<file path="src/core/fsr_defines.vh">
// Constants for the flash status polling controller
`ifndef FSR_DEFINES_VH
`define FSR_DEFINES_VH
// Status bit positions on the data bus
`define FSR_BIT_POLL 7
`define FSR_BIT_TOGGLE 6
`define FSR_BIT_FAIL 5
`define FSR_BIT_WINDOW 3
`define FSR_BIT_SECTOR 2
// Reset command data
`define FSR_RESET_CMD 16'h00f0
// Read and write strobe timing at 100 MHz (ns, cycles)
`define FSR_CLK_NS 10
`define FSR_ACCESS_NS 120
`define FSR_ACCESS_CYC ((`FSR_ACCESS_NS + `FSR_CLK_NS - 1) / `FSR_CLK_NS)
`define FSR_WE_NS 60
`define FSR_WE_CYC ((`FSR_WE_NS + `FSR_CLK_NS - 1) / `FSR_CLK_NS)
`define FSR_RECOVER_CYC 2
// Sector erase acceptance window, longest spacing (us, cycles)
`define FSR_WINDOW_US 50
`define FSR_WINDOW_CYC ((`FSR_WINDOW_US * 1000) / `FSR_CLK_NS)
// Counter width for strobe timing
`define FSR_CNT_W 8
`endif

</file>
<file path="src/core/fsr_strobe.v">
// Single flash bus cycle engine: one read or one write
`default_nettype none
`include "fsr_defines.vh"
module fsr_strobe (
  // Clock and reset
  input wire core_clk,
  input wire rst_n,
  // Request from sequencer
  input wire start,
  input wire is_write,
  input wire [21:0] addr,
  input wire [15:0] wdata,
  output wire busy,
  output reg done,
  output reg [15:0] rdata_reg,
  // Flash pins
  output reg [21:0] fl_addr_reg,
  output reg fl_ce_n_reg,
  output reg fl_oe_n_reg,
  output reg fl_we_n_reg,
  output reg [15:0] fl_dq_out_reg,
  output reg fl_dq_oe_reg,
  input wire [15:0] fl_dq_in
);
  localparam [1:0] ST_IDLE = 2'd0;
  localparam [1:0] ST_ACT = 2'd1;
  localparam [1:0] ST_REC = 2'd2;
  // Loads kept as 32-bit words and cut to the counter width on use
  localparam [31:0] WE_LOAD = `FSR_WE_CYC;
  // Extra two cycles cover the input synchroniser latency
  localparam [31:0] RD_LOAD = `FSR_ACCESS_CYC + 2;
  localparam [31:0] REC_LOAD = `FSR_RECOVER_CYC;
  // Decrement step at counter width
  localparam [`FSR_CNT_W-1:0] CNT_ONE = {{(`FSR_CNT_W-1){1'b0}}, 1'b1};
  // Sampled data bus; two stages since the pins are asynchronous
  reg [15:0] dq_meta_reg;
  reg [15:0] dq_sync_reg;
  reg [1:0] state_reg;
  reg [`FSR_CNT_W-1:0] cnt_reg;
  reg wr_reg;
  assign busy = (state_reg != ST_IDLE);
  // Two flops before anything reads the data bus
  always @(posedge core_clk) begin
    dq_meta_reg <= fl_dq_in;
    dq_sync_reg <= dq_meta_reg;
  end
  // Strobe sequencer
  always @(posedge core_clk) begin
    if (!rst_n) begin
      state_reg <= ST_IDLE;
      cnt_reg <= {`FSR_CNT_W{1'b0}};
      wr_reg <= 1'b0;
      done <= 1'b0;
      rdata_reg <= 16'h0000;
      fl_addr_reg <= 22'h000000;
      fl_ce_n_reg <= 1'b1;
      fl_oe_n_reg <= 1'b1;
      fl_we_n_reg <= 1'b1;
      fl_dq_out_reg <= 16'h0000;
      fl_dq_oe_reg <= 1'b0;
    end else begin
      done <= 1'b0;
      case (state_reg)
        ST_IDLE: begin
          if (start) begin
            // Each read is a full CE/OE cycle so status bits toggle
            state_reg <= ST_ACT;
            wr_reg <= is_write;
            fl_addr_reg <= addr;
            fl_ce_n_reg <= 1'b0;
            fl_oe_n_reg <= is_write;
            fl_we_n_reg <= ~is_write;
            fl_dq_out_reg <= wdata;
            fl_dq_oe_reg <= is_write;
            // Write strobe width, or read access plus sync latency
            cnt_reg <= is_write ? WE_LOAD[`FSR_CNT_W-1:0]
                                : RD_LOAD[`FSR_CNT_W-1:0];
          end
        end
        ST_ACT: begin
          if (cnt_reg == {`FSR_CNT_W{1'b0}}) begin
            state_reg <= ST_REC;
            cnt_reg <= REC_LOAD[`FSR_CNT_W-1:0];
            if (!wr_reg) begin
              rdata_reg <= dq_sync_reg;
            end
            fl_ce_n_reg <= 1'b1;
            fl_oe_n_reg <= 1'b1;
            fl_we_n_reg <= 1'b1;
          end else begin
            cnt_reg <= cnt_reg - CNT_ONE;
          end
        end
        ST_REC: begin
          // Data held past WE rise, then bus released
          fl_dq_oe_reg <= 1'b0;
          if (cnt_reg == {`FSR_CNT_W{1'b0}}) begin
            state_reg <= ST_IDLE;
            done <= 1'b1;
          end else begin
            cnt_reg <= cnt_reg - CNT_ONE;
          end
        end
        default: begin
          state_reg <= ST_IDLE;
        end
      endcase
    end
  end
endmodule // fsr_strobe
`default_nettype wire

</file>
<file path="src/core/fsr_poll_ctrl.v">
// Host-side flash status poller: toggle and window checks
`default_nettype none
`include "fsr_defines.vh"
// Contract
// - Host reads status twice, compares toggle
// - Toggle steady means done; array data next
// - Toggling with failure: recheck, else failed
// - Resumed polling restarts the two-read check
// - Host issues reset after any failure
// - Extra sectors within 50 us skip window
// - Window checked before and after sector command
// - Status reads use a valid address
module fsr_poll_ctrl (
  // Clock and reset
  input wire core_clk,
  input wire rst_n,
  // User orders
  input wire cmd_poll,
  input wire cmd_sector,
  input wire cmd_abort,
  input wire [21:0] cmd_addr,
  input wire [15:0] cmd_data,
  input wire cmd_trust_window,
  output wire cmd_ready,
  // User results
  output reg res_valid_reg,
  output reg res_pass_reg,
  output reg res_fail_reg,
  output reg res_rejected_reg,
  output reg [15:0] res_data_reg,
  output reg ready_seen_reg,
  // Flash pins
  output wire [21:0] fl_addr,
  output wire fl_ce_n,
  output wire fl_oe_n,
  output wire fl_we_n,
  output wire [15:0] fl_dq_out,
  output wire fl_dq_oe,
  input wire [15:0] fl_dq_in,
  input wire ready_busy_output
);
  localparam [3:0] ST_IDLE = 4'd0;
  localparam [3:0] ST_RD1 = 4'd1;
  localparam [3:0] ST_RD2 = 4'd2;
  localparam [3:0] ST_RECHK = 4'd3;
  localparam [3:0] ST_ARRAY = 4'd4;
  localparam [3:0] ST_RESET = 4'd5;
  localparam [3:0] ST_WPRE = 4'd6;
  localparam [3:0] ST_WCMD = 4'd7;
  localparam [3:0] ST_WPOST = 4'd8;
  reg [3:0] state_reg;
  reg [21:0] addr_reg;
  reg [15:0] data_reg;
  reg first_tog_reg; // Toggle value from previous read
  reg fail_path_reg; // Failure bit seen high this check
  reg skip_reg; // Window checks skipped by user
  reg rb_meta_reg;
  reg rb_sync_reg;
  reg st_start;
  reg st_write;
  reg [15:0] st_wdata;
  reg [21:0] st_addr;
  wire st_busy;
  wire st_done;
  wire [15:0] st_rdata;
  // Toggle compare used on two states, ST_RD2 and ST_RECHK
  function toggled;
    input [15:0] now;
    input prev;
    begin
      toggled = now[`FSR_BIT_TOGGLE] ^ prev;
    end
  endfunction
  assign cmd_ready = (state_reg == ST_IDLE) && !st_busy;
  // Ready/busy pin is asynchronous; two flops
  always @(posedge core_clk) begin
    rb_meta_reg <= ready_busy_output;
    rb_sync_reg <= rb_meta_reg;
  end
  // Bus cycle engine
  fsr_strobe u_strobe (
    .core_clk(core_clk),
    .rst_n(rst_n),
    .start(st_start),
    .is_write(st_write),
    .addr(st_addr),
    .wdata(st_wdata),
    .busy(st_busy),
    .done(st_done),
    .rdata_reg(st_rdata),
    .fl_addr_reg(fl_addr),
    .fl_ce_n_reg(fl_ce_n),
    .fl_oe_n_reg(fl_oe_n),
    .fl_we_n_reg(fl_we_n),
    .fl_dq_out_reg(fl_dq_out),
    .fl_dq_oe_reg(fl_dq_oe),
    .fl_dq_in(fl_dq_in)
  );
  // Launch one bus cycle on state entry while engine is idle
  always @* begin
    st_start = 1'b0;
    st_write = 1'b0;
    st_wdata = data_reg;
    st_addr = addr_reg;
    if (!st_busy && !st_done) begin
      case (state_reg)
        ST_RD1, ST_RD2, ST_RECHK, ST_ARRAY, ST_WPRE, ST_WPOST: begin
          st_start = 1'b1;
        end
        ST_RESET: begin
          st_start = 1'b1;
          st_write = 1'b1;
          st_wdata = `FSR_RESET_CMD;
        end
        ST_WCMD: begin
          st_start = 1'b1;
          st_write = 1'b1;
        end
        default: begin
          st_start = 1'b0;
        end
      endcase
    end
  end
  // Polling sequencer
  always @(posedge core_clk) begin
    if (!rst_n) begin
      state_reg <= ST_IDLE;
      addr_reg <= 22'h000000;
      data_reg <= 16'h0000;
      first_tog_reg <= 1'b0;
      fail_path_reg <= 1'b0;
      skip_reg <= 1'b0;
      res_valid_reg <= 1'b0;
      res_pass_reg <= 1'b0;
      res_fail_reg <= 1'b0;
      res_rejected_reg <= 1'b0;
      res_data_reg <= 16'h0000;
      ready_seen_reg <= 1'b0;
    end else begin
      res_valid_reg <= 1'b0;
      ready_seen_reg <= rb_sync_reg;
      case (state_reg)
        ST_IDLE: begin
          if (cmd_ready && cmd_poll) begin
            addr_reg <= cmd_addr;
            fail_path_reg <= 1'b0;
            state_reg <= ST_RD1;
          end else if (cmd_ready && cmd_sector) begin
            addr_reg <= cmd_addr;
            data_reg <= cmd_data;
            skip_reg <= cmd_trust_window;
            state_reg <= cmd_trust_window ? ST_WCMD : ST_WPRE;
          end
        end
        ST_RD1: begin
          if (st_done) begin
            first_tog_reg <= st_rdata[`FSR_BIT_TOGGLE];
            state_reg <= ST_RD2;
          end
        end
        ST_RD2: begin
          if (st_done) begin
            first_tog_reg <= st_rdata[`FSR_BIT_TOGGLE];
            if (!toggled(st_rdata, first_tog_reg)) begin
              state_reg <= ST_ARRAY;
            end else if (st_rdata[`FSR_BIT_FAIL]) begin
              fail_path_reg <= 1'b1;
              state_reg <= ST_RECHK;
            end else if (cmd_abort) begin
              // User leaves polling; next poll restarts
              state_reg <= ST_IDLE;
            end else begin
              state_reg <= ST_RD2;
            end
          end
        end
        ST_RECHK: begin
          if (st_done) begin
            if (!toggled(st_rdata, first_tog_reg)) begin
              state_reg <= ST_ARRAY;
            end else begin
              state_reg <= ST_RESET;
            end
          end
        end
        ST_ARRAY: begin
          if (st_done) begin
            res_valid_reg <= 1'b1;
            res_pass_reg <= 1'b1;
            res_fail_reg <= 1'b0;
            res_rejected_reg <= 1'b0;
            res_data_reg <= st_rdata;
            state_reg <= ST_IDLE;
          end
        end
        ST_RESET: begin
          if (st_done) begin
            res_valid_reg <= 1'b1;
            res_pass_reg <= 1'b0;
            res_fail_reg <= 1'b1;
            res_rejected_reg <= 1'b0;
            res_data_reg <= 16'h0000;
            state_reg <= ST_IDLE;
          end
        end
        ST_WPRE: begin
          if (st_done) begin
            if (st_rdata[`FSR_BIT_WINDOW]) begin
              res_valid_reg <= 1'b1;
              res_pass_reg <= 1'b0;
              res_fail_reg <= 1'b0;
              res_rejected_reg <= 1'b1;
              res_data_reg <= st_rdata;
              state_reg <= ST_IDLE;
            end else begin
              state_reg <= ST_WCMD;
            end
          end
        end
        ST_WCMD: begin
          if (st_done) begin
            state_reg <= skip_reg ? ST_IDLE : ST_WPOST;
            if (skip_reg) begin
              res_valid_reg <= 1'b1;
              res_pass_reg <= 1'b1;
              res_fail_reg <= 1'b0;
              res_rejected_reg <= 1'b0;
            end
          end
        end
        ST_WPOST: begin
          if (st_done) begin
            // window one after: may be rejected
            res_valid_reg <= 1'b1;
            res_pass_reg <= ~st_rdata[`FSR_BIT_WINDOW];
            res_fail_reg <= 1'b0;
            res_rejected_reg <= st_rdata[`FSR_BIT_WINDOW];
            res_data_reg <= st_rdata;
            state_reg <= ST_IDLE;
          end
        end
        default: begin
          state_reg <= ST_IDLE;
        end
      endcase
    end
  end
endmodule // fsr_poll_ctrl
`default_nettype wire

</file>
<file path="config.mk">
export PLATFORM = sky130hd
export DESIGN_NAME = fsr_poll_ctrl
export DESIGN_NICKNAME = d
export VERILOG_FILES = /design/src/core/fsr_strobe.v /design/src/core/fsr_poll_ctrl.v
export VERILOG_INCLUDE_DIRS = /design/src /design/src/core
export SDC_FILE = /design/constraint.sdc
export NUM_CORES = 1
export LEC_CHECK = 0
export ABC_AREA = 1
export BUFFER_PORTS_ARGS = -buffer_cell sky130_fd_sc_hd__buf_2
export CAP_MARGIN = 10
export CORE_MARGIN = 4
export CORE_UTILIZATION = 59
export DETAILED_ROUTE_END_ITERATION = 7
export GPL_TIMING_DRIVEN = 0
export PLACE_DENSITY = 0.86
export SETUP_SLACK_MARGIN = 0.4
export SLEW_MARGIN = 15
export SYNTH_ARGS = -nofsm -noshare
export SYNTH_HDL_FRONTEND = slang
export SYNTH_SLANG_ARGS = --single-unit
</file>
<file path="constraint.sdc">
create_clock -name core_clk -period 4.7 [get_ports core_clk]
set_clock_uncertainty 0.2 [all_clocks]
set_input_delay 0.705 -clock core_clk [delete_from_list [all_inputs] [get_ports core_clk]]
set_output_delay 0.705 -clock core_clk [all_outputs]
set_load 0.005 [all_outputs]
</file>
==> Word-level counts from Yosys, hierarchy flattened <==
Cells that the tools add are included.
{ "classes": {"n_bitwise": 5, "n_eq_ne": 28, "mux": 68, "add_sub_neg": 1, "n_reduce_logical": 39} }
{ "ops": {"columns": ["op", "count"], "rows": [
  ["16-bit 2-to-1 mux", 6],
  ["16-bit one-hot mux with 3 select lines", 1],
  ["22-bit 2-to-1 mux", 2],
  ["4-bit 2-to-1 mux", 10],
  ["1-bit 2-to-1 mux", 28],
  ["2-bit by 1-bit != test with 1-bit output (second input constant)", 14],
  ["4-bit one-hot mux with 7 select lines", 1],
  ["8-bit 2-to-1 mux", 3],
  ["8-bit one-hot mux with 3 select lines", 1],
  ["7-bit AND reduction", 3],
  ["4-bit by 3-bit == test with 1-bit output (second input constant)", 4],
  ["3-bit AND reduction", 5],
  ["2-bit 2-to-1 mux", 5],
  ["2-bit AND reduction", 5],
  ["4-bit by 2-bit == test with 1-bit output (second input constant)", 2],
  ["8-bit zero test", 1],
  ["1-bit one-hot mux with 2 select lines", 4],
  ["1-bit one-hot mux with 4 select lines", 2],
  ["8-bit AND reduction", 1],
  ["2-bit nonzero test", 4],
  ["4-bit nonzero test", 2],
  ["2-bit OR reduction", 4],
  ["8-bit OR reduction", 1],
  ["8-bit by 1-bit subtractor with 8-bit output (second input constant)", 1],
  ["other kinds (20)", 31]
]} }
{ "word_totals": {"regBits": 169, "in_bits": 61, "out_inout_bits": 64} }

==> Longest topological paths before layout <==
{ "logic_depth": {"word_depth": 7, "ltp_mapped": 12, "ltp_nobuf": 11} }

==> Cells and area by module <==
Synthesis repeated with hierarchy kept, for this count alone.
{ "unflattened": {"cells_unflattened": 827, "area_unflattened_um2": 6428.7} }
{ "modules_own_cells": {"columns": ["module", "instances", "area_per_inst_um2", "cells_each"], "rows": [
  ["fsr_strobe", 1, 3484.6, 407],
  ["fsr_poll_ctrl", 1, 2944.1, 420]
]} }

==> Least setup slack after synthesis <==
No wires, ideal clock.
{ "synth_timing": {"path_type": "input to register", "start": "input port rst_n", "end": "register u_strobe.fl_ce_n_reg", "t_arrival_ns": 1.555, "path_slack_ns": 2.811, "cell_stages": 4, "path_buffers": 3, "path_cell_list": "clkbuf_1 -> clkbuf_1 -> clkbuf_1 -> nand3_1"} }
{ "synth_lines": {"columns": ["element", "line_no", "source"], "rows": [
  ["start, declared", "fsr_poll_ctrl.v:16", "input wire rst_n,"],
  ["end signal, assigned", "fsr_strobe.v:56", "fl_ce_n_reg <= 1'b1;"],
  ["end signal, assigned", "fsr_strobe.v:70", "fl_ce_n_reg <= 1'b0;"],
  ["end signal, assigned", "fsr_strobe.v:87", "fl_ce_n_reg <= 1'b1;"],
  ["end, declared", "fsr_strobe.v:18", "output reg fl_ce_n_reg,"]
]} }
No word-level cell between the ends.

==> Final worst setup path <==
{ "layout_timing": {"start": "register u_strobe.state_reg[0]", "end": "output port cmd_ready"} }
{ "layout_between": {"elab_chain_len": 3} }
{ "layout_rtl": {"columns": ["element", "line_no", "source"], "rows": [
  ["start, declared", "fsr_strobe.v:38", "reg [1:0] state_reg;"],
  ["start signal, assigned", "fsr_strobe.v:50", "state_reg <= ST_IDLE;"],
  ["start signal, assigned", "fsr_strobe.v:67", "state_reg <= ST_ACT;"],
  ["start signal, assigned", "fsr_strobe.v:82", "state_reg <= ST_REC;"],
  ["2-bit nonzero test", "fsr_strobe.v:41", "assign busy = (state_reg != ST_IDLE);"],
  ["1-bit zero test", "fsr_poll_ctrl.v:74", "assign cmd_ready = (state_reg == ST_IDLE) && !st_busy;"],
  ["1-bit logical AND", "fsr_poll_ctrl.v:74", null],
  ["end, declared", "fsr_poll_ctrl.v:24", "output wire cmd_ready,"]
]} }
No other way between the ends.

==> flow_summary.rst <==
.. list-table::
   :header-rows: 1

   * - Metric
     - Value
   * - Reg2reg end
     - u_strobe.cnt_reg[3]$_SDFFE_PN0P_
   * - Kind of path behind the tightest hold check
     - input pin to register
   * - Layout Cell Area excl Fill
     - 7610 sq um
   * - Ratio of total power to cell area
     - 697 nW/um^2
   * - Sw frac
     - 0.396
   * - Data arrival, critical path
     - 1.66 ns
   * - Total Neg Setup Slack
     - 0 ns
   * - Violation count after the first detailed-route iteration
     - 409
   * - Final number of hold-violating endpoints
     - 0
   * - Cell type group with the largest total delay on the critical path
     - buffers and inverters
   * - Crit share post-route
     - 0.546
   * - Net Count, Synth
     - 848
   * - Setup repair after global routing missed its margin
     - false
   * - Clock insertion delay at the later pin of the skew report
     - 0.52 ns
   * - Resized Gates After CTS
     - 0
   * - Fin nets
     - 990
   * - Placeable Area
     - 10400 sq um
   * - DRC violation count after routing
     - 0
   * - Combinational power share
     - 0.387
   * - Max clock buf depth
     - 2
   * - Top Ports
     - 125
   * - Number of buffers added on ports
     - 123
   * - Count of buffers added by post-CTS timing repair for setup
     - 0
   * - Maximum number of pins on one net before global-route repair
     - 17
   * - DPL Wire Length
     - 10600 microns
   * - Synthesized area
     - 6300 sq um
   * - Die X-Extent
     - 111 microns
   * - Max stage delay on crit path
     - 0.33 ns
   * - Area of combinational cells with multiple inputs
     - 2520 sq um
   * - Starting Density
     - 0.607
   * - Final max-slew violation count
     - 0
   * - Cells after synthesis
     - 782
   * - Storage cell area
     - 3380 sq um
   * - Last weighted congestion value of the routability-driven placer
     - 0.895
   * - Setup violators final
     - 0
   * - Register bit total from synthesis
     - 169
   * - Total buffers and inverters traversed by the critical path
     - 4
   * - Sequential fraction of design power
     - 0.379
   * - Leak
     - 3.54 nW
   * - Worst path depth
     - 6
   * - Sequence of cells on the critical path
     - inv_1 > ha_1 > buf_2 > inv_1 > nor2_4 > buf_2
   * - Net switching power figure
     - 2.10 mW
   * - Fill cells
     - 806
   * - Number of global-route vias before repair
     - 5368
   * - Post-route minimum period
     - 2.57 ns
   * - Share of total power in the clock network
     - 0.234
   * - Routed vias/inst
     - 5.22
   * - Core occupancy in the finished layout
     - 0.734
   * - Clock buffers created by TritonCTS
     - 17
   * - Upper clock frequency limit
     - 0.389 GHz
   * - Fraction of post-synthesis cell area in the top cell type by area
     - 0.537
   * - Sum of routed wire length over all layers
     - 14900 microns
   * - Library cell occupying the most area in the post-synthesis netlist
     - sky130_fd_sc_hd__dfxtp_1
   * - Slowest cell on the critical path
     - sky130_fd_sc_hd__dfxtp_1
   * - Total internal power
     - 3.21 mW
   * - Max-capacitance violation count
     - 0
   * - Critical path required time
     - 3.80 ns
   * - Antenna violations before repair
     - 1
   * - Ratio of cells with drive above 1 in the final layout
     - 0.244
   * - Crit end category
     - output port
   * - Count of TritonRoute iterations in the first routing pass
     - 5
   * - H-tree levels
     - 4
   * - Count of cell types in the netlist
     - 30
   * - Post-detailed-route wirelength per cell
     - 13.9 microns
   * - Area of the die
     - 12400 sq um
   * - Height of the chip
     - 111 microns
   * - WHS
     - 0.0799 ns
   * - Overall overflow remaining after global route
     - 0
   * - Hold buffer count at cts
     - 0
   * - Clock tree from TritonCTS
     - yes
   * - Outcome
     - completed
   * - Standard-cell rows
     - 37
   * - Beginning of the critical path
     - u_strobe.state_reg[0]$_SDFFE_PN0P_
   * - Slew HR
     - 0.535
   * - Crit start category
     - register
   * - Sequential area share after synthesis
     - 0.537
   * - Clock root buffer
     - sky130_fd_sc_hd__clkbuf_8
   * - CTS sink cnt
     - 169
   * - Post-CTS clock slew at the launch and capture registers of the worst setup and hold paths
     - 0.07 ns
   * - Critical Path End
     - cmd_ready
   * - Area of placed instances
     - 7080 sq um
   * - Setup slack, reg-to-reg
     - 2.58 ns
   * - Transition time at the pin with the least slew margin
     - 0.698 ns
   * - Average footprint of a synthesized cell
     - 8.05 sq um
   * - Antenna violation net count after detailed routing
     - 0
   * - Layout overhead on the synthesized area
     - 20.9%
   * - Critical Path Fanout Max
     - 8
   * - Global-route wire length before repair
     - 25100 microns
   * - Logic depth of the worst register-to-register path
     - 10
   * - Routed via count
     - 5602
   * - Peak supply drop
     - 324 uV
   * - Area contributors post-synth
     - sky130_fd_sc_hd__dfxtp_1, sky130_fd_sc_hd__nor2_1, sky130_fd_sc_hd__o21ai_0
   * - Classification of the worst setup path
     - register to output port
   * - R2r startpoint
     - u_strobe.state_reg[1]$_SDFFE_PN0P_
   * - GRT Util Overall
     - 0.247
   * - Ys Warns
     - 0
[synth_stat cells]
cell,count
sky130_fd_sc_hd__nor2_1,212
sky130_fd_sc_hd__dfxtp_1,169
sky130_fd_sc_hd__o21ai_0,96
sky130_fd_sc_hd__nand2_1,76
sky130_fd_sc_hd__inv_1,36
sky130_fd_sc_hd__a21oi_1,30
sky130_fd_sc_hd__nand3_1,25
sky130_fd_sc_hd__nor3_1,22
sky130_fd_sc_hd__buf_2,14
sky130_fd_sc_hd__clkbuf_1,14
sky130_fd_sc_hd__nand3_2,12
sky130_fd_sc_hd__a21oi_2,10
sky130_fd_sc_hd__o21ai_1,9
sky130_fd_sc_hd__inv_2,8
sky130_fd_sc_hd__nand2_2,7
sky130_fd_sc_hd__buf_4,5
sky130_fd_sc_hd__buf_6,5
sky130_fd_sc_hd__ha_1,5
sky130_fd_sc_hd__nor2_4,5
sky130_fd_sc_hd__nor2_2,4
sky130_fd_sc_hd__o211ai_1,4
sky130_fd_sc_hd__xor2_1,3
sky130_fd_sc_hd__buf_1,2
sky130_fd_sc_hd__nand2_4,2
sky130_fd_sc_hd__or2_1,2
sky130_fd_sc_hd__clkinv_2,1
sky130_fd_sc_hd__nand3b_1,1
sky130_fd_sc_hd__nor2_8,1
sky130_fd_sc_hd__o21a_1,1
sky130_fd_sc_hd__or2_2,1
[worst reg2reg max path, stage by stage (launching register included)]
cell	delay, ns
sky130_fd_sc_hd__dfxtp_1	0.32
sky130_fd_sc_hd__inv_1	0.10
sky130_fd_sc_hd__ha_1	0.30
sky130_fd_sc_hd__nor2_1	0.11
sky130_fd_sc_hd__inv_1	0.08
sky130_fd_sc_hd__nor2_1	0.05
sky130_fd_sc_hd__a21oi_1	0.33
sky130_fd_sc_hd__nand2_1	0.27
sky130_fd_sc_hd__nand2_1	0.11
sky130_fd_sc_hd__nand2_1	0.05
sky130_fd_sc_hd__nor2_1	0.12
[area by class of cell]
class / count / share of cell area
antenna: 1 / 0.000329
inverter: 45 / 0.0224
sequential: 169 / 0.444
multi-input combinational: 528 / 0.331
tap: 136 / 0.0224
clock inverter: 13 / 0.0143
timing repair buffer: 123 / 0.0809
buffer: 40 / 0.0294
clock buffer: 18 / 0.0549
[cell usage in the layout (no fill, tap or decap), types with 3 or more instances in the layout]
| cell | synthesis | routed |
|---|---|---|
| sky130_fd_sc_hd__a21oi_1 | 30 | 30 |
| sky130_fd_sc_hd__nand2_2 | 7 | 7 |
| sky130_fd_sc_hd__nand3_2 | 12 | 12 |
| sky130_fd_sc_hd__inv_2 | 8 | 8 |
| sky130_fd_sc_hd__o21ai_0 | 96 | 96 |
| sky130_fd_sc_hd__nor2_2 | 4 | 4 |
| sky130_fd_sc_hd__buf_2 | 14 | 137 |
| sky130_fd_sc_hd__nor2_1 | 212 | 212 |
| sky130_fd_sc_hd__nor2_4 | 5 | 5 |
| sky130_fd_sc_hd__inv_1 | 36 | 36 |
| sky130_fd_sc_hd__clkbuf_1 | 14 | 15 |
| sky130_fd_sc_hd__ha_1 | 5 | 5 |
| sky130_fd_sc_hd__nand2_1 | 76 | 76 |
| sky130_fd_sc_hd__nand3_1 | 25 | 25 |
| sky130_fd_sc_hd__buf_6 | 5 | 5 |
| sky130_fd_sc_hd__clkinv_2 | 1 | 3 |
| sky130_fd_sc_hd__inv_6 | 0 | 5 |
| sky130_fd_sc_hd__a21oi_2 | 10 | 10 |
| sky130_fd_sc_hd__clkbuf_16 | 0 | 16 |
| sky130_fd_sc_hd__buf_4 | 5 | 5 |
| sky130_fd_sc_hd__xor2_1 | 3 | 3 |
| sky130_fd_sc_hd__dfxtp_1 | 169 | 169 |
| sky130_fd_sc_hd__o21ai_1 | 9 | 9 |
| sky130_fd_sc_hd__nor3_1 | 22 | 22 |
| sky130_fd_sc_hd__o211ai_1 | 4 | 4 |
[worst min path at each step]
stage	start	to	slack (ns)	cells past startpoint
3_5_place_dp	u_strobe.dq_meta_reg[6]$_DFF_P_	u_strobe.dq_sync_reg[6]$_DFF_P_	0.11	0
5_1_grt	fl_dq_in[3]	u_strobe.dq_meta_reg[3]$_DFF_P_	0.06	1
4_1_cts	fl_dq_in[5]	u_strobe.dq_meta_reg[5]$_DFF_P_	0.07	1
6_report	fl_dq_in[8]	u_strobe.dq_meta_reg[8]$_DFF_P_	0.08	1
2_1_floorplan	rb_meta_reg$_DFF_P_	rb_sync_reg$_DFF_P_	0.11	0
3_3_place_gp	u_strobe.dq_meta_reg[8]$_DFF_P_	u_strobe.dq_sync_reg[8]$_DFF_P_	0.11	0
[cells by family (layout without fill, tap and decap cells)]
family | count (synthesis) | after routing | synth area share
XOR/XNOR | 3 | 3 | 0.00417
flip-flops | 169 | 169 | 0.537
adder cells (fa/ha/maj) | 5 | 5 | 0.00993
other | 0 | 1 | 0
AO/OA/AOI/OAI | 150 | 150 | 0.127
buffers and inverters | 85 | 239 | 0.0626
AND/OR/NAND/NOR | 370 | 370 | 0.259
[per-layer routing]
| metal | GRT usage | vias up | part of all wire |
|---|---|---|---|
| met3 | 0.0557 | 29 | 0.064 |
| li1 | - | 2811 | - |
| met5 | 0 | - | 0 |
| met4 | 0.0876 | 0 | 0.022 |
| met1 | 0.306 | 2581 | 0.42 |
| met2 | 0.424 | 181 | 0.50 |
[stage by stage]
stage / std cells / total power [mW] / worst slack, ns
CTS: 1072 / 5.31 / 2.12
global placement: 1041 / 3.99 / 2.26
detailed placement: 1041 / 4.05 / 2.27
finish: 1073 / 5.31 / 2.13
floorplan: 782 / 3.47 / 2.81
global route: 1073 / 5.73 / 2.02
[power groups by stage]
| stage | combinational [mW] | clock (mW) | sequential (mW) |
|---|---|---|---|
| 6_report | 2.05 | 1.24 | 2.01 |
| 5_1_grt | 2.36 | 1.32 | 2.05 |
| 4_1_cts | 2.05 | 1.25 | 2.01 |
| 3_5_place_dp | 2.02 | 0 | 2.03 |
| 3_3_place_gp | 1.97 | 0 | 2.02 |
| 2_1_floorplan | 1.46 | 0 | 2.01 |
(Power assumes the default switching activity.)
